==> config.mk <==
export PLATFORM = sky130hd
export DESIGN_NAME = sadc_top
export DESIGN_NICKNAME = d
export VERILOG_FILES = /design/src/include/sadc_pkg.sv /design/src/include/sadc_tmr_if.sv /design/src/hw/sadc_top.sv /design/src/hw/sadc_timer.sv
export VERILOG_INCLUDE_DIRS = /design/src /design/src/include
export SDC_FILE = /design/constraint.sdc
export NUM_CORES = 1
export LEC_CHECK = 0
export ABC_AREA = 1
export BUFFER_PORTS_ARGS = -buffer_cell sky130_fd_sc_hd__clkbuf_2
export CAP_MARGIN = 0
export CORE_UTILIZATION = 50
export CTS_BUF_LIST = sky130_fd_sc_hd__clkbuf_4 sky130_fd_sc_hd__clkbuf_8
export CTS_CLUSTER_SIZE = 24
export DETAILED_ROUTE_END_ITERATION = 6
export PLACE_DENSITY = 0.71
export SLEW_MARGIN = 40
export SYNTH_ARGS = -nofsm -noshare
export SYNTH_HDL_FRONTEND = slang
export SYNTH_SLANG_ARGS = --single-unit
==> constraint.sdc <==
create_clock -name clock -period 4.1 [get_ports clock]
set_clock_uncertainty 0.05 [all_clocks]
set_input_delay 0 -clock clock [delete_from_list [all_inputs] [get_ports clock]]
set_output_delay 0 -clock clock [all_outputs]
set_load 0.02 [all_outputs]
==> src/include/sadc_map.svh <==
// Register offsets, field positions, reset values and cycle counts of the converter sequencer
`ifndef SADC_MAP_SVH
`define SADC_MAP_SVH

`define SADC_OFS_CTRL1 2'h0
`define SADC_OFS_CTRL2 2'h1
`define SADC_OFS_UPPER 2'h2
`define SADC_OFS_LOWER 2'h3

`define SADC_C1_START 7
`define SADC_C1_MODE_HI 6
`define SADC_C1_MODE_LO 5
`define SADC_C1_AIN_DIS 4
`define SADC_C1_CHAN_HI 3
`define SADC_C1_CHAN_LO 0

`define SADC_C2_LADDER 5
`define SADC_C2_ACK_HI 3
`define SADC_C2_ACK_LO 1
`define SADC_C2_HI 5

`define SADC_ST_DONE 5
`define SADC_ST_BUSY 4

`define SADC_CTRL1_RST 8'h00
`define SADC_CTRL2_RST 6'h00
`define SADC_RESULT_RST 10'h000
`define SADC_DAC_FIRST 10'h200

`define SADC_MODE_DIS 2'h0
`define SADC_MODE_SW 2'h1
`define SADC_MODE_RSV 2'h2
`define SADC_MODE_REP 2'h3

`define SADC_ACK_39 3'h0
`define SADC_ACK_78 3'h2
`define SADC_ACK_156 3'h3
`define SADC_ACK_312 3'h4
`define SADC_ACK_624 3'h5
`define SADC_ACK_1248 3'h6

`define SADC_CYC_39 11'h027
`define SADC_CYC_78 11'h04e
`define SADC_CYC_156 11'h09c
`define SADC_CYC_312 11'h138
`define SADC_CYC_624 11'h270
`define SADC_CYC_1248 11'h4e0

`define SADC_TRIALS 4'ha

`endif

==> src/include/sadc_pkg.sv <==
// Types shared by the converter sequencer modules
package sadc_pkg;
   typedef enum logic {sadc_idle, sadc_conv} sadc_state_e;
   typedef logic [9:0] sadc_code_t;
   typedef logic [1:0] sadc_mode_t;
endpackage

==> src/include/sadc_tmr_if.sv <==
// Link between the sequencer and its conversion timer
`timescale 1ns/1ps
`default_nettype none
interface sadc_tmr_if #(parameter int LEN_W = 11);
   logic load;
   logic abort;
   logic [LEN_W-1:0] len;
   logic running;
   logic step;
   logic [3:0] bit_idx;
   logic finish;
   modport ctl (output load, output abort, output len, input running, input step, input bit_idx, input finish);
   modport tmr (input load, input abort, input len, output running, output step, output bit_idx, output finish);
endinterface
`default_nettype wire

==> src/hw/sadc_top.sv <==
// Sequencer of the ten-bit successive-approximation converter with its register file
// How it works
// [RULE_01] Start bit in single mode converts channel
// [RULE_02] Completion loads result, flag, interrupt together
// [RULE_03] Start bit clears itself once begun
// [RULE_04] Software waits for completion before restarting
// [RULE_05] Start bit in repeat mode starts repeating
// [RULE_06] Repeat mode restarts after each completion
// [RULE_07] Disable code halts running conversion immediately
// [RULE_08] Aborted conversion leaves result untouched
// [RULE_09] Software programs all fields before starting
// [RULE_10] Completion only after programmed conversion time
// [RULE_11] Reading result clears the completion flag
// [RULE_12] New start clears flag, keeps old result
// [RULE_13] Stop or slow aborts, resets, clears result
// [RULE_14] After standby stay idle until restarted
// [RULE_15] Standby disconnects reference ladder
// [RULE_16] Result is ten-bit unsigned code
// [RULE_17] Time select gives six cycle lengths
// [RULE_18] Busy flag marks a running conversion
// [RULE_19] Standby holds control registers, ignores writes
// [RULE_20] Reserved mode code behaves as disabled
// [RULE_21] Start while busy is ignored
//
// Our own choices: the plain strobed port and the address map.
`timescale 1ns/1ps
`default_nettype none
`include "sadc_map.svh"
module sadc_top import sadc_pkg::*; #(
   parameter int LEN_W = 11
) (
   input wire logic clock,
   input wire logic rst_n,
   input wire logic [1:0] reg_addr,
   input wire logic [7:0] reg_wdata,
   input wire logic reg_write,
   input wire logic reg_read,
   output logic [7:0] reg_rdata,
   input wire logic standby_stop_slow,
   input wire logic standby_sleep,
   input wire logic comparator_above,
   output logic [9:0] dac_code,
   output logic [2:0] channel_select,
   output logic channel_enable,
   output logic ladder_connect,
   output logic conv_busy_flag,
   output logic conv_done_irq
);
   sadc_tmr_if #(.LEN_W(LEN_W)) tif ();

   sadc_timer #(.LEN_W(LEN_W)) sadc_timer_inst (
      .clock(clock),
      .rst_n(rst_n),
      .tif(tif.tmr)
   );

   logic conv_start_bit;
   sadc_mode_t op_mode_sel;
   logic analog_input_disable;
   logic [3:0] chan;
   logic [`SADC_C2_HI:0] conv_control_reg2;
   sadc_code_t result;
   logic conv_done_flag;
   sadc_state_e state;
   logic hold;
   logic mode_ok;
   logic start_go;
   logic reload;
   logic abort;
   logic wr_ctrl1;
   logic wr_ctrl2;
   logic rd_upper;
   logic set_done;
   sadc_code_t next_dac;
   logic [7:0] next_rdata;

   function automatic logic [LEN_W-1:0] conv_len(input logic [2:0] code);
      logic [LEN_W-1:0] n;
      n = LEN_W'(`SADC_CYC_1248);
      case (code)
         `SADC_ACK_39: n = LEN_W'(`SADC_CYC_39);
         `SADC_ACK_78: n = LEN_W'(`SADC_CYC_78);
         `SADC_ACK_156: n = LEN_W'(`SADC_CYC_156);
         `SADC_ACK_312: n = LEN_W'(`SADC_CYC_312);
         `SADC_ACK_624: n = LEN_W'(`SADC_CYC_624);
         `SADC_ACK_1248: n = LEN_W'(`SADC_CYC_1248);
         default: n = LEN_W'(`SADC_CYC_1248);
      endcase
      return n;
   endfunction

   assign hold = standby_stop_slow || standby_sleep;
   assign wr_ctrl1 = reg_write && (reg_addr == `SADC_OFS_CTRL1);
   assign wr_ctrl2 = reg_write && (reg_addr == `SADC_OFS_CTRL2);
   assign rd_upper = reg_read && (reg_addr == `SADC_OFS_UPPER);

   // [RULE_20] Only single and repeat codes run
   assign mode_ok = (op_mode_sel == `SADC_MODE_SW) || (op_mode_sel == `SADC_MODE_REP);
   // [RULE_21] Start honoured only when idle
   assign start_go = conv_start_bit && (state == sadc_idle) && mode_ok && !hold;
   // [RULE_06] Restart on completion in repeat mode
   assign reload = tif.finish && (op_mode_sel == `SADC_MODE_REP) && !hold;
   // [RULE_07] Disable or standby halts at once
   assign abort = (state == sadc_conv) && (!mode_ok || hold);
   assign set_done = tif.finish;

   assign tif.load = start_go || reload;
   assign tif.abort = abort;
   // [RULE_17] Cycle length from time select
   assign tif.len = conv_len(conv_control_reg2[`SADC_C2_ACK_HI:`SADC_C2_ACK_LO]);

   // Control register 1
   always_ff @(posedge clock or negedge rst_n) begin
      if (!rst_n) begin
         {conv_start_bit, op_mode_sel, analog_input_disable, chan} <= `SADC_CTRL1_RST;
      end else if (hold) begin
         // [RULE_19] Held at initial value
         {conv_start_bit, op_mode_sel, analog_input_disable, chan} <= `SADC_CTRL1_RST;
      end else if (wr_ctrl1) begin
         conv_start_bit <= reg_wdata[`SADC_C1_START];
         op_mode_sel <= reg_wdata[`SADC_C1_MODE_HI:`SADC_C1_MODE_LO];
         analog_input_disable <= reg_wdata[`SADC_C1_AIN_DIS];
         chan <= reg_wdata[`SADC_C1_CHAN_HI:`SADC_C1_CHAN_LO];
      end else if (conv_start_bit) begin
         // [RULE_03] Consumed start bit drops
         conv_start_bit <= 1'b0;
      end
   end

   // Control register 2
   always_ff @(posedge clock or negedge rst_n) begin
      if (!rst_n) begin
         conv_control_reg2 <= `SADC_CTRL2_RST;
      end else if (hold) begin
         // [RULE_13] Reinitialised in standby
         conv_control_reg2 <= `SADC_CTRL2_RST;
      end else if (wr_ctrl2) begin
         conv_control_reg2 <= reg_wdata[`SADC_C2_HI:0];
      end
   end

   // Sequencer state
   always_ff @(posedge clock or negedge rst_n) begin
      if (!rst_n) begin
         state <= sadc_idle;
      end else begin
         case (state)
            sadc_idle: begin
               // [RULE_01] Software start begins conversion
               // [RULE_05] Same start in repeat mode
               // [RULE_14] Needs a fresh start request
               if (start_go) begin
                  state <= sadc_conv;
               end
            end
            sadc_conv: begin
               if (abort) begin
                  state <= sadc_idle;
               end else if (tif.finish && !reload) begin
                  state <= sadc_idle;
               end
            end
            default: state <= sadc_idle;
         endcase
      end
   end

   // [RULE_16] Successive approximation, MSB first
   always_comb begin
      next_dac = dac_code;
      if (tif.step) begin
         next_dac[tif.bit_idx] = comparator_above;
         if (tif.bit_idx != 4'h0) begin
            next_dac[tif.bit_idx - 4'h1] = 1'b1;
         end
      end
   end

   always_ff @(posedge clock or negedge rst_n) begin
      if (!rst_n) begin
         dac_code <= `SADC_RESULT_RST;
      end else if (standby_stop_slow) begin
         dac_code <= `SADC_RESULT_RST;
      end else if (tif.load) begin
         dac_code <= `SADC_DAC_FIRST;
      end else begin
         dac_code <= next_dac;
      end
   end

   // Result store
   always_ff @(posedge clock or negedge rst_n) begin
      if (!rst_n) begin
         result <= `SADC_RESULT_RST;
      end else if (standby_stop_slow) begin
         // [RULE_13] Earlier results cleared
         result <= `SADC_RESULT_RST;
      end else if (tif.finish) begin
         // [RULE_08] Abort suppresses finish
         // [RULE_12] Old result kept until completion
         result <= next_dac;
      end
   end

   // Completion flag, set wins over clear
   always_ff @(posedge clock or negedge rst_n) begin
      if (!rst_n) begin
         conv_done_flag <= 1'b0;
      end else if (set_done) begin
         // [RULE_02] Flag with result load
         conv_done_flag <= 1'b1;
      end else if (standby_stop_slow) begin
         conv_done_flag <= 1'b0;
      end else if (rd_upper || start_go) begin
         // [RULE_11] Cleared by result read
         // [RULE_12] Cleared by new start
         conv_done_flag <= 1'b0;
      end
   end

   always_ff @(posedge clock or negedge rst_n) begin
      if (!rst_n) begin
         conv_done_irq <= 1'b0;
      end else begin
         // [RULE_02] Interrupt pulse at completion
         conv_done_irq <= set_done;
      end
   end

   // Busy flag follows the next state
   always_ff @(posedge clock or negedge rst_n) begin
      if (!rst_n) begin
         conv_busy_flag <= 1'b0;
      end else begin
         // [RULE_18] Busy through conversion
         conv_busy_flag <= start_go || ((state == sadc_conv) && !abort && !(tif.finish && !reload));
      end
   end

   // Analog side controls
   always_ff @(posedge clock or negedge rst_n) begin
      if (!rst_n) begin
         channel_select <= 3'h0;
         channel_enable <= 1'b0;
         ladder_connect <= 1'b0;
      end else begin
         channel_select <= chan[2:0];
         channel_enable <= !analog_input_disable && !chan[3] && !hold;
         // [RULE_15] Reference cut in standby
         ladder_connect <= !hold && (conv_control_reg2[`SADC_C2_LADDER] || conv_busy_flag);
      end
   end

   // Read data one cycle after the strobe
   always_comb begin
      next_rdata = 8'h00;
      case (reg_addr)
         `SADC_OFS_CTRL1: next_rdata = {conv_start_bit, op_mode_sel, analog_input_disable, chan};
         `SADC_OFS_CTRL2: next_rdata = {2'h0, conv_control_reg2};
         `SADC_OFS_UPPER: next_rdata = result[9:2];
         `SADC_OFS_LOWER: next_rdata = {result[1:0], conv_done_flag, conv_busy_flag, 4'h0};
         default: next_rdata = 8'h00;
      endcase
   end

   always_ff @(posedge clock or negedge rst_n) begin
      if (!rst_n) begin
         reg_rdata <= 8'h00;
      end else if (reg_read) begin
         reg_rdata <= next_rdata;
      end else begin
         reg_rdata <= 8'h00;
      end
   end

   // Checking helpers
   logic [LEN_W-1:0] run_cyc;
   logic [LEN_W-1:0] len_q;
   always_ff @(posedge clock or negedge rst_n) begin
      if (!rst_n) begin
         run_cyc <= '0;
         len_q <= '0;
      end else if (tif.load) begin
         run_cyc <= '0;
         len_q <= tif.len;
      end else if (tif.running) begin
         run_cyc <= run_cyc + 1'b1;
      end
   end
endmodule
`default_nettype wire

==> src/hw/sadc_timer.sv <==
// Conversion timer: counts the conversion length and paces the bit trials
`timescale 1ns/1ps
`default_nettype none
`include "sadc_map.svh"
module sadc_timer import sadc_pkg::*; #(
   parameter int LEN_W = 11
) (
   input wire logic clock,
   input wire logic rst_n,
   sadc_tmr_if.tmr tif
);
   logic [LEN_W-1:0] cnt;
   logic run;

   // Abort wins, then a new load, then counting down
   always_ff @(posedge clock or negedge rst_n) begin
      if (!rst_n) begin
         run <= 1'b0;
         cnt <= '0;
      end else if (tif.abort) begin
         run <= 1'b0;
      end else if (tif.load) begin
         run <= 1'b1;
         cnt <= tif.len - 1'b1;
      end else if (run) begin
         if (cnt == '0) begin
            run <= 1'b0;
         end else begin
            cnt <= cnt - 1'b1;
         end
      end
   end

   assign tif.running = run;
   // [RULE_10] Trials fill the final cycles
   assign tif.step = run && !tif.abort && (cnt < LEN_W'(`SADC_TRIALS));
   assign tif.bit_idx = cnt[3:0];
   assign tif.finish = run && !tif.abort && (cnt == '0);
endmodule
`default_nettype wire

==> After elaboration in Yosys (flattened, before gate mapping) <==
Cells that the tools add are included.
{ "word_totals": {"ff_bits": 63, "word_cells": 120, "inputBits": 17} }
{ "op_classes": {"n_addsub": 3, "bitwise": 3, "reduce_logical": 44, "n_lt_le_gt_ge": 5, "muxes": 38, "n_eq_ne": 10} }
{ "op_table": {"columns": ["operator", "n"], "rows": [
  ["$mux W10", 6],
  ["$pmux W11 S5", 1],
  ["$mux W11", 3],
  ["$pmux W8 S4", 1],
  ["$sub A11 B1 Y11 const B", 2],
  ["$logic_and A1 B1 Y1", 20],
  ["$mux W1", 16],
  ["$mux W6", 2],
  ["$logic_not A11 Y1", 1],
  ["$lt A11 B4 Y1 const B", 1],
  ["$bwmux W10", 1],
  ["$lt A4 B5 Y1 const B", 2],
  ["$or A10 B10 Y10", 1],
  ["$demux W1 S4", 2],
  ["$ge A4 B1 Y1 const B", 2],
  ["$mux W4", 2],
  ["$mux W8", 1],
  ["$reduce_bool A2 Y1", 4],
  ["$logic_not A1 Y1", 7],
  ["$logic_or A1 B1 Y1", 7],
  ["$eq A2 B2 Y1 const B", 3],
  ["$eq A3 B2 Y1 const B", 2],
  ["$eq A3 B3 Y1 const B", 2],
  ["$eq A2 B1 Y1 const B", 2],
  ["other kinds (10)", 12]
]} }

==> Logic depth before layout (Yosys ltp) <==
Gate-level depths: netlist (run 1).
{ "logic_depth": {"depth_word": 15, "depth_mapped": 17, "depth_no_buf": 16} }

==> By module <==
Synthesis (run 1) repeated with hierarchy kept, for this count alone.
{ "unflattened": {"hier_cells": 479, "hier_area_um2": 3500.9} }
{ "modules_own_cells": {"columns": ["mod", "cells_each", "seq_area_each_um2", "instances", "area_per_inst_um2"], "rows": [
  ["sadc_top", 317, 1276.2, 1, 2474.9],
  ["sadc_timer", 162, 300.3, 1, 1026.0]
]} }

==> Least setup slack after synthesis (run 1) <==
No wires, ideal clock.
{ "synth_timing": {"path_type": "reg-to-reg", "start": "register sadc_timer_inst.cnt[1]", "end": "register sadc_timer_inst.cnt[10]", "stages_incl_launch_ff": 16, "arrival_time_ns": 1.937, "t_required_ns": 3.933, "path_slack_ns": 1.996, "cell_sequence": "dfrtp_1 -> buf_4 -> nor2_2 -> nand2_1 -> nor2_2 -> nand3_4 -> nand2_4 -> buf_12 -> nand2_4 -> nand2_4 -> ha_1 -> nand3_1 -> nor2_2 -> nand3_1 -> nand3_1 -> nand2_1"} }
{ "synth_between": {"elab_chain_cells": 7, "word_cells_on_any_way": 12, "cone_classes": "add/sub: 1; eq/ne: 1; mux: 3; reduce/logical: 7"} }
{ "synth_rtl": {"columns": ["element", "line_no", "text"], "rows": [
  ["start, declared", "sadc_timer.sv:12", "logic [LEN_W-1:0] cnt;"],
  ["start signal, assigned", "sadc_timer.sv:24", "cnt <= tif.len - 1'b1;"],
  ["start signal, assigned", "sadc_timer.sv:29", "cnt <= cnt - 1'b1;"],
  ["parallel branches: the longest is 7 deep, another holds $sub A11 B1 Y11", null, null]
]} }
Parallel ways; which one is timed is not known. The select of a mux whose other input is x is not followed.
A chain may end at the register's enable or synchronous reset.

==> Final worst setup path (run 1) <==
{ "layout_timing": {"start": "input port standby_stop_slow", "end": "register sadc_timer_inst.cnt[6]"} }
{ "layout_between": {"elab_chain_cells": 11, "word_cells_on_any_way": 16, "cone_classes": "eq/ne: 1; mux: 1; bitwise: 1; reduce/logical: 13"} }
{ "layout_rtl": {"columns": ["element", "line_no", "text"], "rows": [
  ["start, declared", "sadc_top.sv:39", "input wire logic standby_stop_slow,"],
  ["$logic_or A1 B1 Y1 (*)", "sadc_top.sv:92", "assign hold = standby_stop_slow || standby_sleep;"],
  ["$logic_or A1 B1 Y1", "sadc_top.sv:104", "assign abort = (state == sadc_conv) && (!mode_ok || hold);"],
  ["$logic_and A1 B1 Y1", "sadc_top.sv:104", null],
  ["$logic_not A1 Y1", "sadc_timer.sv:38", "assign tif.finish = run && !tif.abort && (cnt == '0);"],
  ["$logic_and A1 B1 Y1 (2 in series)", "sadc_timer.sv:38", null],
  ["$logic_and A1 B1 Y1 (2 in series)", "sadc_top.sv:102", "assign reload = tif.finish && (op_mode_sel == `SADC_MODE_REP) && !hold;"],
  ["$logic_or A1 B1 Y1", "sadc_top.sv:107", "assign tif.load = start_go || reload;"],
  ["$ne A2 B1 Y1 (no line) or $reduce_bool A2 Y1 (tied branches)", null, null],
  ["$reduce_and A3 Y1 (no line)", null, null]
]} }
Mark *: on every way between the ends. The rest lies on a longest branch, timed or not.

==> flow_summary.ini, run 1 <==
[outcome]
status = complete, no violations

[clocking]
htreeDepth = 3
clk_latency_ns = 0.35
numCtsBuffers = 9
path_clk_slew_ns = 0.07
clockBufferDepth = 2
tritoncts = yes
cts_root_buf = clkbuf_8
cts_sinks = 63

[global_route]
grt_max_degree = 64
grt_pass1_vias = 2793
grt_overflow_total = 0
grt.total_usage_pct = 26.0
grt_first_pass_wirelength_mm = 13.0
antenna_found_initial = 0

[placed_design]
place_ws_ns = 1.63
gp_congestion = 0.854
placedCellCount = 519
hpwlAfterDp_mm = 5.30
placed_area_sq_um = 3510
io_buffers = 41

[flow_run]
drv_cap = 0

[floorplan]
initial_core_util_pct = 51.5
placementRows = 29
ioPinCount = 42
die_y_microns = 82.6
die-area_sq_um = 6830
die-width_microns = 82.6
coreArea_sq_um = 6310

[worst_setup_path]
worst_setup_path_start_kind = input pin
cp_max_fo = 24
crit_path_end_kind = flop
critical_path_class = input pin to flop
crit_required_ns = 4.27
crit_arrival_ns = 2.76

[cells_and_area]
drive_above_1_share_pct = 18.3
postLayoutCoreUtil_pct = 61.9
seq_area_sq_um = 1580
fin_cells = 552
mostFrequentLayoutCells = nand2_1, dfrtp_1, inv_1, nor2_1, clkbuf_2
multiInputGateArea_sq_um = 1400
antennaDiodeCount = 0
fin_area_sq_um = 3910
layout.nets = 488
final_common_cell = nand2_1
fill_cells = 545
synthToLayoutAreaGrowth_pct = 20.3

[timing]
rsz0062_at_grt = no
hold_viol_final = 0
setup_ws_ns = 1.51
layout_min_cycle_time_ns = 2.59
fmax_ghz = 0.386
tightest_slew_ns = 0.744
maxSlewViolCount = 0
tns_ns = 0
slew_headroom_pct = 49.9
period_share_pct = 63.1
finalSetupViolCount = 0

[pwr]
peakVddDrop_mv = 0.267
p_int_mw = 1.02
switching_share_pct = 25.1
p_sw_mw = 0.341
p_seq_share_pct = 47.2
pwr-share-comb_pct = 9.0
power_leakage_nw = 2.05
power_density_nw_per_um2 = 347
p_clk_share_pct = 43.8

[synthesis]
syn_nets = 425
netlist_area_sq_um = 3250
yosys.area.top_type = dfrtp_1
yosysSeqAreaShare_pct = 48.5
synth_top_cell_area_share_pct = 48.5
synth_area_leaders = dfrtp_1, nand2_1, inv_1, o21ai_0, nor2_1
yosys_warnings = 0
ys.flop_type = dfrtp_1
async_flop_share_pct = 100
synth_cell_types = 35
ys_ff_latch = 63
avgSynthCellArea_sq_um = 7.98
synth_edf_count = 0
synth_cells = 407

[drt]
vias_per_cell = 5.20
drt_wl_total_mm = 7.59
first_pass_iters = 5
vias = 2870
wl_per_cell_microns = 13.8
ant_nets = 0
drc = 0
drtIter0Drc = 168

[hold_path]
hold_path_class = input pin to flop
routing by layer:
| layer | vias up | GRT usage (%) | wire [microns] |
|---|---|---|---|
| met4 | 0 | 8.97 | 202 |
| met2 | 111 | 42.5 | 3470 |
| li1 | 1437 | - | - |
| met3 | 19 | 7.36 | 412 |
| met5 | - | 0 | 0 |
| met1 | 1303 | 33.0 | 3510 |
path summary, 6_finish.rpt:
kind / startpoint / endpoint / slack [ns] / depth (start not counted)
max: standby_stop_slow / sadc_timer_inst.cnt[6] / 1.51 / 15
min: reg_write / conv_control_reg2[2] / 0.09 / 5
max reg2reg: sadc_timer_inst.cnt[3] / sadc_timer_inst.cnt[6] / 1.58 / 13
min reg2reg: chan[1] / channel_select[1] / 0.36 / 0
max in group asynchronous: rst_n / sadc_timer_inst.cnt[1] / 3.38 / 3
min in group asynchronous: rst_n / channel_select[0] / 0.21 / 3
cell type report:
type	count	share of cell area [%]
Clock buffer	9	3.17
Clock inverter	7	2.43
Inverter	60	5.76
Multi-Input combinational cell	276	35.7
Sequential cell	63	40.3
Tap cell	77	2.47
Timing Repair Buffer	60	10.1
worst max-delay path, cell delays in order:
cell           delay, ns
dlygate4sd3_1       0.53
clkbuf_2            0.20
nor2_4              0.23
nand2_4             0.08
inv_1               0.07
nand2_1             0.28
nand2_4             0.37
nand2_1             0.10
nand2_1             0.16
ha_1                0.23
nand3_1             0.13
nor2_2              0.14
nand2_1             0.07
nand3_1             0.07
o21ai_1             0.08
Yosys cell counts, types with 2 or more instances:
cell type / n
a21oi_1: 5
nand3_4: 2
mux2_2: 3
o211ai_1: 5
nand2_2: 6
inv_1: 58
xor2_1: 2
nor2_2: 5
o22ai_1: 2
nand2_4: 6
clkbuf_1: 3
nand2_1: 91
buf_2: 3
o21ai_2: 2
a31oi_1: 2
nor2_1: 47
o21ai_0: 36
nand4_1: 5
a221oi_1: 3
dfrtp_1: 63
nand3_1: 32
o21ai_1: 8
o221ai_1: 2
nor2_4: 2
nor3_1: 4
registers in the layout (all words and copies together), names as in the netlist, 2 cells and up:
name,flops
dac_code,10
channel_select,3
op_mode_sel,2
conv_control_reg2,6
reg_rdata,8
sadc_timer_inst.cnt,11
result,10
chan,4
power groups by stage:
stage | sequential (mW) | combinational [mW] | clock [mW]
floorplan | 0.655 | 0.0618 | 0
detailed placement | 0.652 | 0.108 | 0
global route | 0.642 | 0.138 | 0.637
finish | 0.640 | 0.122 | 0.595
global placement | 0.652 | 0.107 | 0
CTS | 0.640 | 0.121 | 0.606
logic make-up after synthesis:
kind of cell               share of synthesized area (%)
AOI/OAI and AO/OA                                   11.8
xor gates and xnor gates                           0.809
adders and majority gates                          0.385
buffers and inverters                               8.59
DFF                                                 48.5
muxes                                               1.04
and+or+nand+nor                                     28.8
what timing repair did:
item,4_1_cts,5_1_grt
resized for setup,0,0
hold buffers,17,0
setup buffers,0,0
endpoints found under the hold margin,84,0
stage by stage:
step	hold slack (ns)	total power [mW]
finish	0.0926	1.36
global route	0.161	1.42
CTS	0.0871	1.37
detailed placement	0.149	0.761
global placement	0.147	0.759
floorplan	-0.346	0.716
(Power assumes the default switching activity.)
==> inputs of run 2 (changes only) <==
- PLACE_DENSITY: 0.71 -> 0.73
- clock period: 4.1 -> 2.2 ns (I/O delays scaled with it)
==> flow_summary.ini, run 2 (synthesis results as in run 1) <==
[placed_design]
gp_congestion = 0.932
placedCellCount = 535
place_ws_ns = 0.0629
placed_area_sq_um = 3630
io_buffers = 41
hpwlAfterDp_mm = 5.86

[floorplan]
ioPinCount = 42
die_y_microns = 82.6
die-width_microns = 82.6
die-area_sq_um = 6830
initial_core_util_pct = 51.5
coreArea_sq_um = 6310
placementRows = 29

[cells_and_area]
layout.nets = 510
fin_area_sq_um = 4170
reg_top3 = sadc_timer_inst.cnt (11), dac_code (10), result (10)
drive_above_1_share_pct = 25.9
synthToLayoutAreaGrowth_pct = 28.3
final_common_cell = nand2_1
regMostFlops = sadc_timer_inst.cnt
largest_reg_flops = 11
mostFrequentLayoutCells = nand2_1, dfrtp_1, inv_1, nor2_1, clkbuf_2
antennaDiodeCount = 0
postLayoutCoreUtil_pct = 66.0
fin_cells = 572

[worst_setup_path]
crit_path_end_kind = flop
crit_required_ns = 2.39
worstReg2RegStart = sadc_timer_inst.cnt[8]
reg2reg_to = sadc_timer_inst.cnt[10]
r2r_slack_ns = 0.07
reg2reg_depth = 15
worst_setup_path_start_kind = flop
crit_arrival_ns = 2.31
critical_path_class = flop to flop
cp_max_fo = 5

[timing]
setup_ws_ns = 0.0737
tns_ns = 0
maxSlewViolCount = 0
fmax_ghz = 0.470
finalSetupViolCount = 0
period_share_pct = 96.7
hold_viol_final = 0
slew_headroom_pct = 60.0
holdWs_ns = 0.0584
tightest_slew_ns = 0.600
layout_min_cycle_time_ns = 2.13

[hold_path]
min_from = standby_sleep
min_path_cells = 6
hold_path_class = input pin to flop
whs_endpoint = conv_busy_flag

[clocking]
cts_sinks = 63
numCtsBuffers = 9
tritoncts = yes
clk_latency_ns = 0.35
path_clk_slew_ns = 0.07
htreeDepth = 3
clockBufferDepth = 2
cts_root_buf = clkbuf_8

[global_route]
grt_first_pass_wirelength_mm = 12.7
antenna_found_initial = 0
grt.total_usage_pct = 25.8
grt_overflow_total = 0
grt_max_degree = 25
grt_pass1_vias = 2661

[drt]
wl_per_cell_microns = 14.4
drtIter0Drc = 202
drt_wl_total_mm = 8.25
vias_per_cell = 5.24
ant_nets = 0
vias = 2996
first_pass_iters = 4
drc = 0

[outcome]
status = complete, no violations

[pwr]
power_leakage_nw = 2.16
peakVddDrop_mv = 0.378
total_power_mw = 2.58
power_density_nw_per_um2 = 620

[flow_run]
drv_cap = 0
run 2: cell count changes in the layout (fill, tap and decap cells not counted), moves of 3 or more:
cell and change:
buf_4 +21, inv_1 -3, inv_2 +3, nand2_1 -9, nand2_2 +7, nor2_1 -4, nor2_4 +4
run 2: layout make-up:
class	instances	area, sq um
Clock buffer	11	151
Clock inverter	3	67.6
Fill cell	533	2140
Inverter	60	225
Multi-Input combinational cell	277	1500
Sequential cell	63	1580
Tap cell	77	96.3
Timing Repair Buffer	81	554
run 2: where the power goes:
| group | total, mW | internal [mW] | leakage [nW] | switching [mW] |
|---|---|---|---|---|
| Combinational | 0.261 | 0.0965 | 1.20 | 0.165 |
| Clock | 1.13 | 0.687 | 0.108 | 0.440 |
| Sequential | 1.20 | 1.18 | 0.856 | 0.0160 |
run 2: worst max-delay path by stage:
stage | from | end | slack, ns
finish | sadc_timer_inst.cnt[8] | sadc_timer_inst.cnt[10] | 0.07
global route | sadc_timer_inst.cnt[8] | sadc_timer_inst.cnt[9] | -0.04
CTS | sadc_timer_inst.cnt[0] | sadc_timer_inst.cnt[8] | 0.03
floorplan | sadc_timer_inst.cnt[1] | sadc_timer_inst.cnt[10] | 0.1
global placement | sadc_timer_inst.cnt[0] | sadc_timer_inst.cnt[4] | 0.11
detailed placement | sadc_timer_inst.cnt[0] | sadc_timer_inst.cnt[4] | 0.06
run 2: timing repair:
item	CTS	global route
endpoints found under the setup margin	0	10
hold buffers	15	0
resized for setup	0	30
endpoints found under the hold margin	42	0
buffers inserted	0	7
run 2: critical path: stages, from the launching register on:
cell and delay (ns):
dfrtp_1 0.41, inv_1 0.07, nand2_1 0.05, nor2_1 0.12
nand2_2 0.10, nor2_4 0.14, nand3_4 0.14, nand2_8 0.13
nand2_2 0.06, nand2_2 0.10, ha_4 0.17, nand3_2 0.11
nor2_4 0.14, nand3_1 0.08, nand3_1 0.10, nand2_1 0.06
run 2: layer usage:
metal	share of wire [%]	vias up	global-route usage, %
li1	-	1487	-
met1	46	1397	34.6
met2	47	94	40.7
met3	5.1	18	4.84
met4	2.0	0	11.6
met5	0	-	0
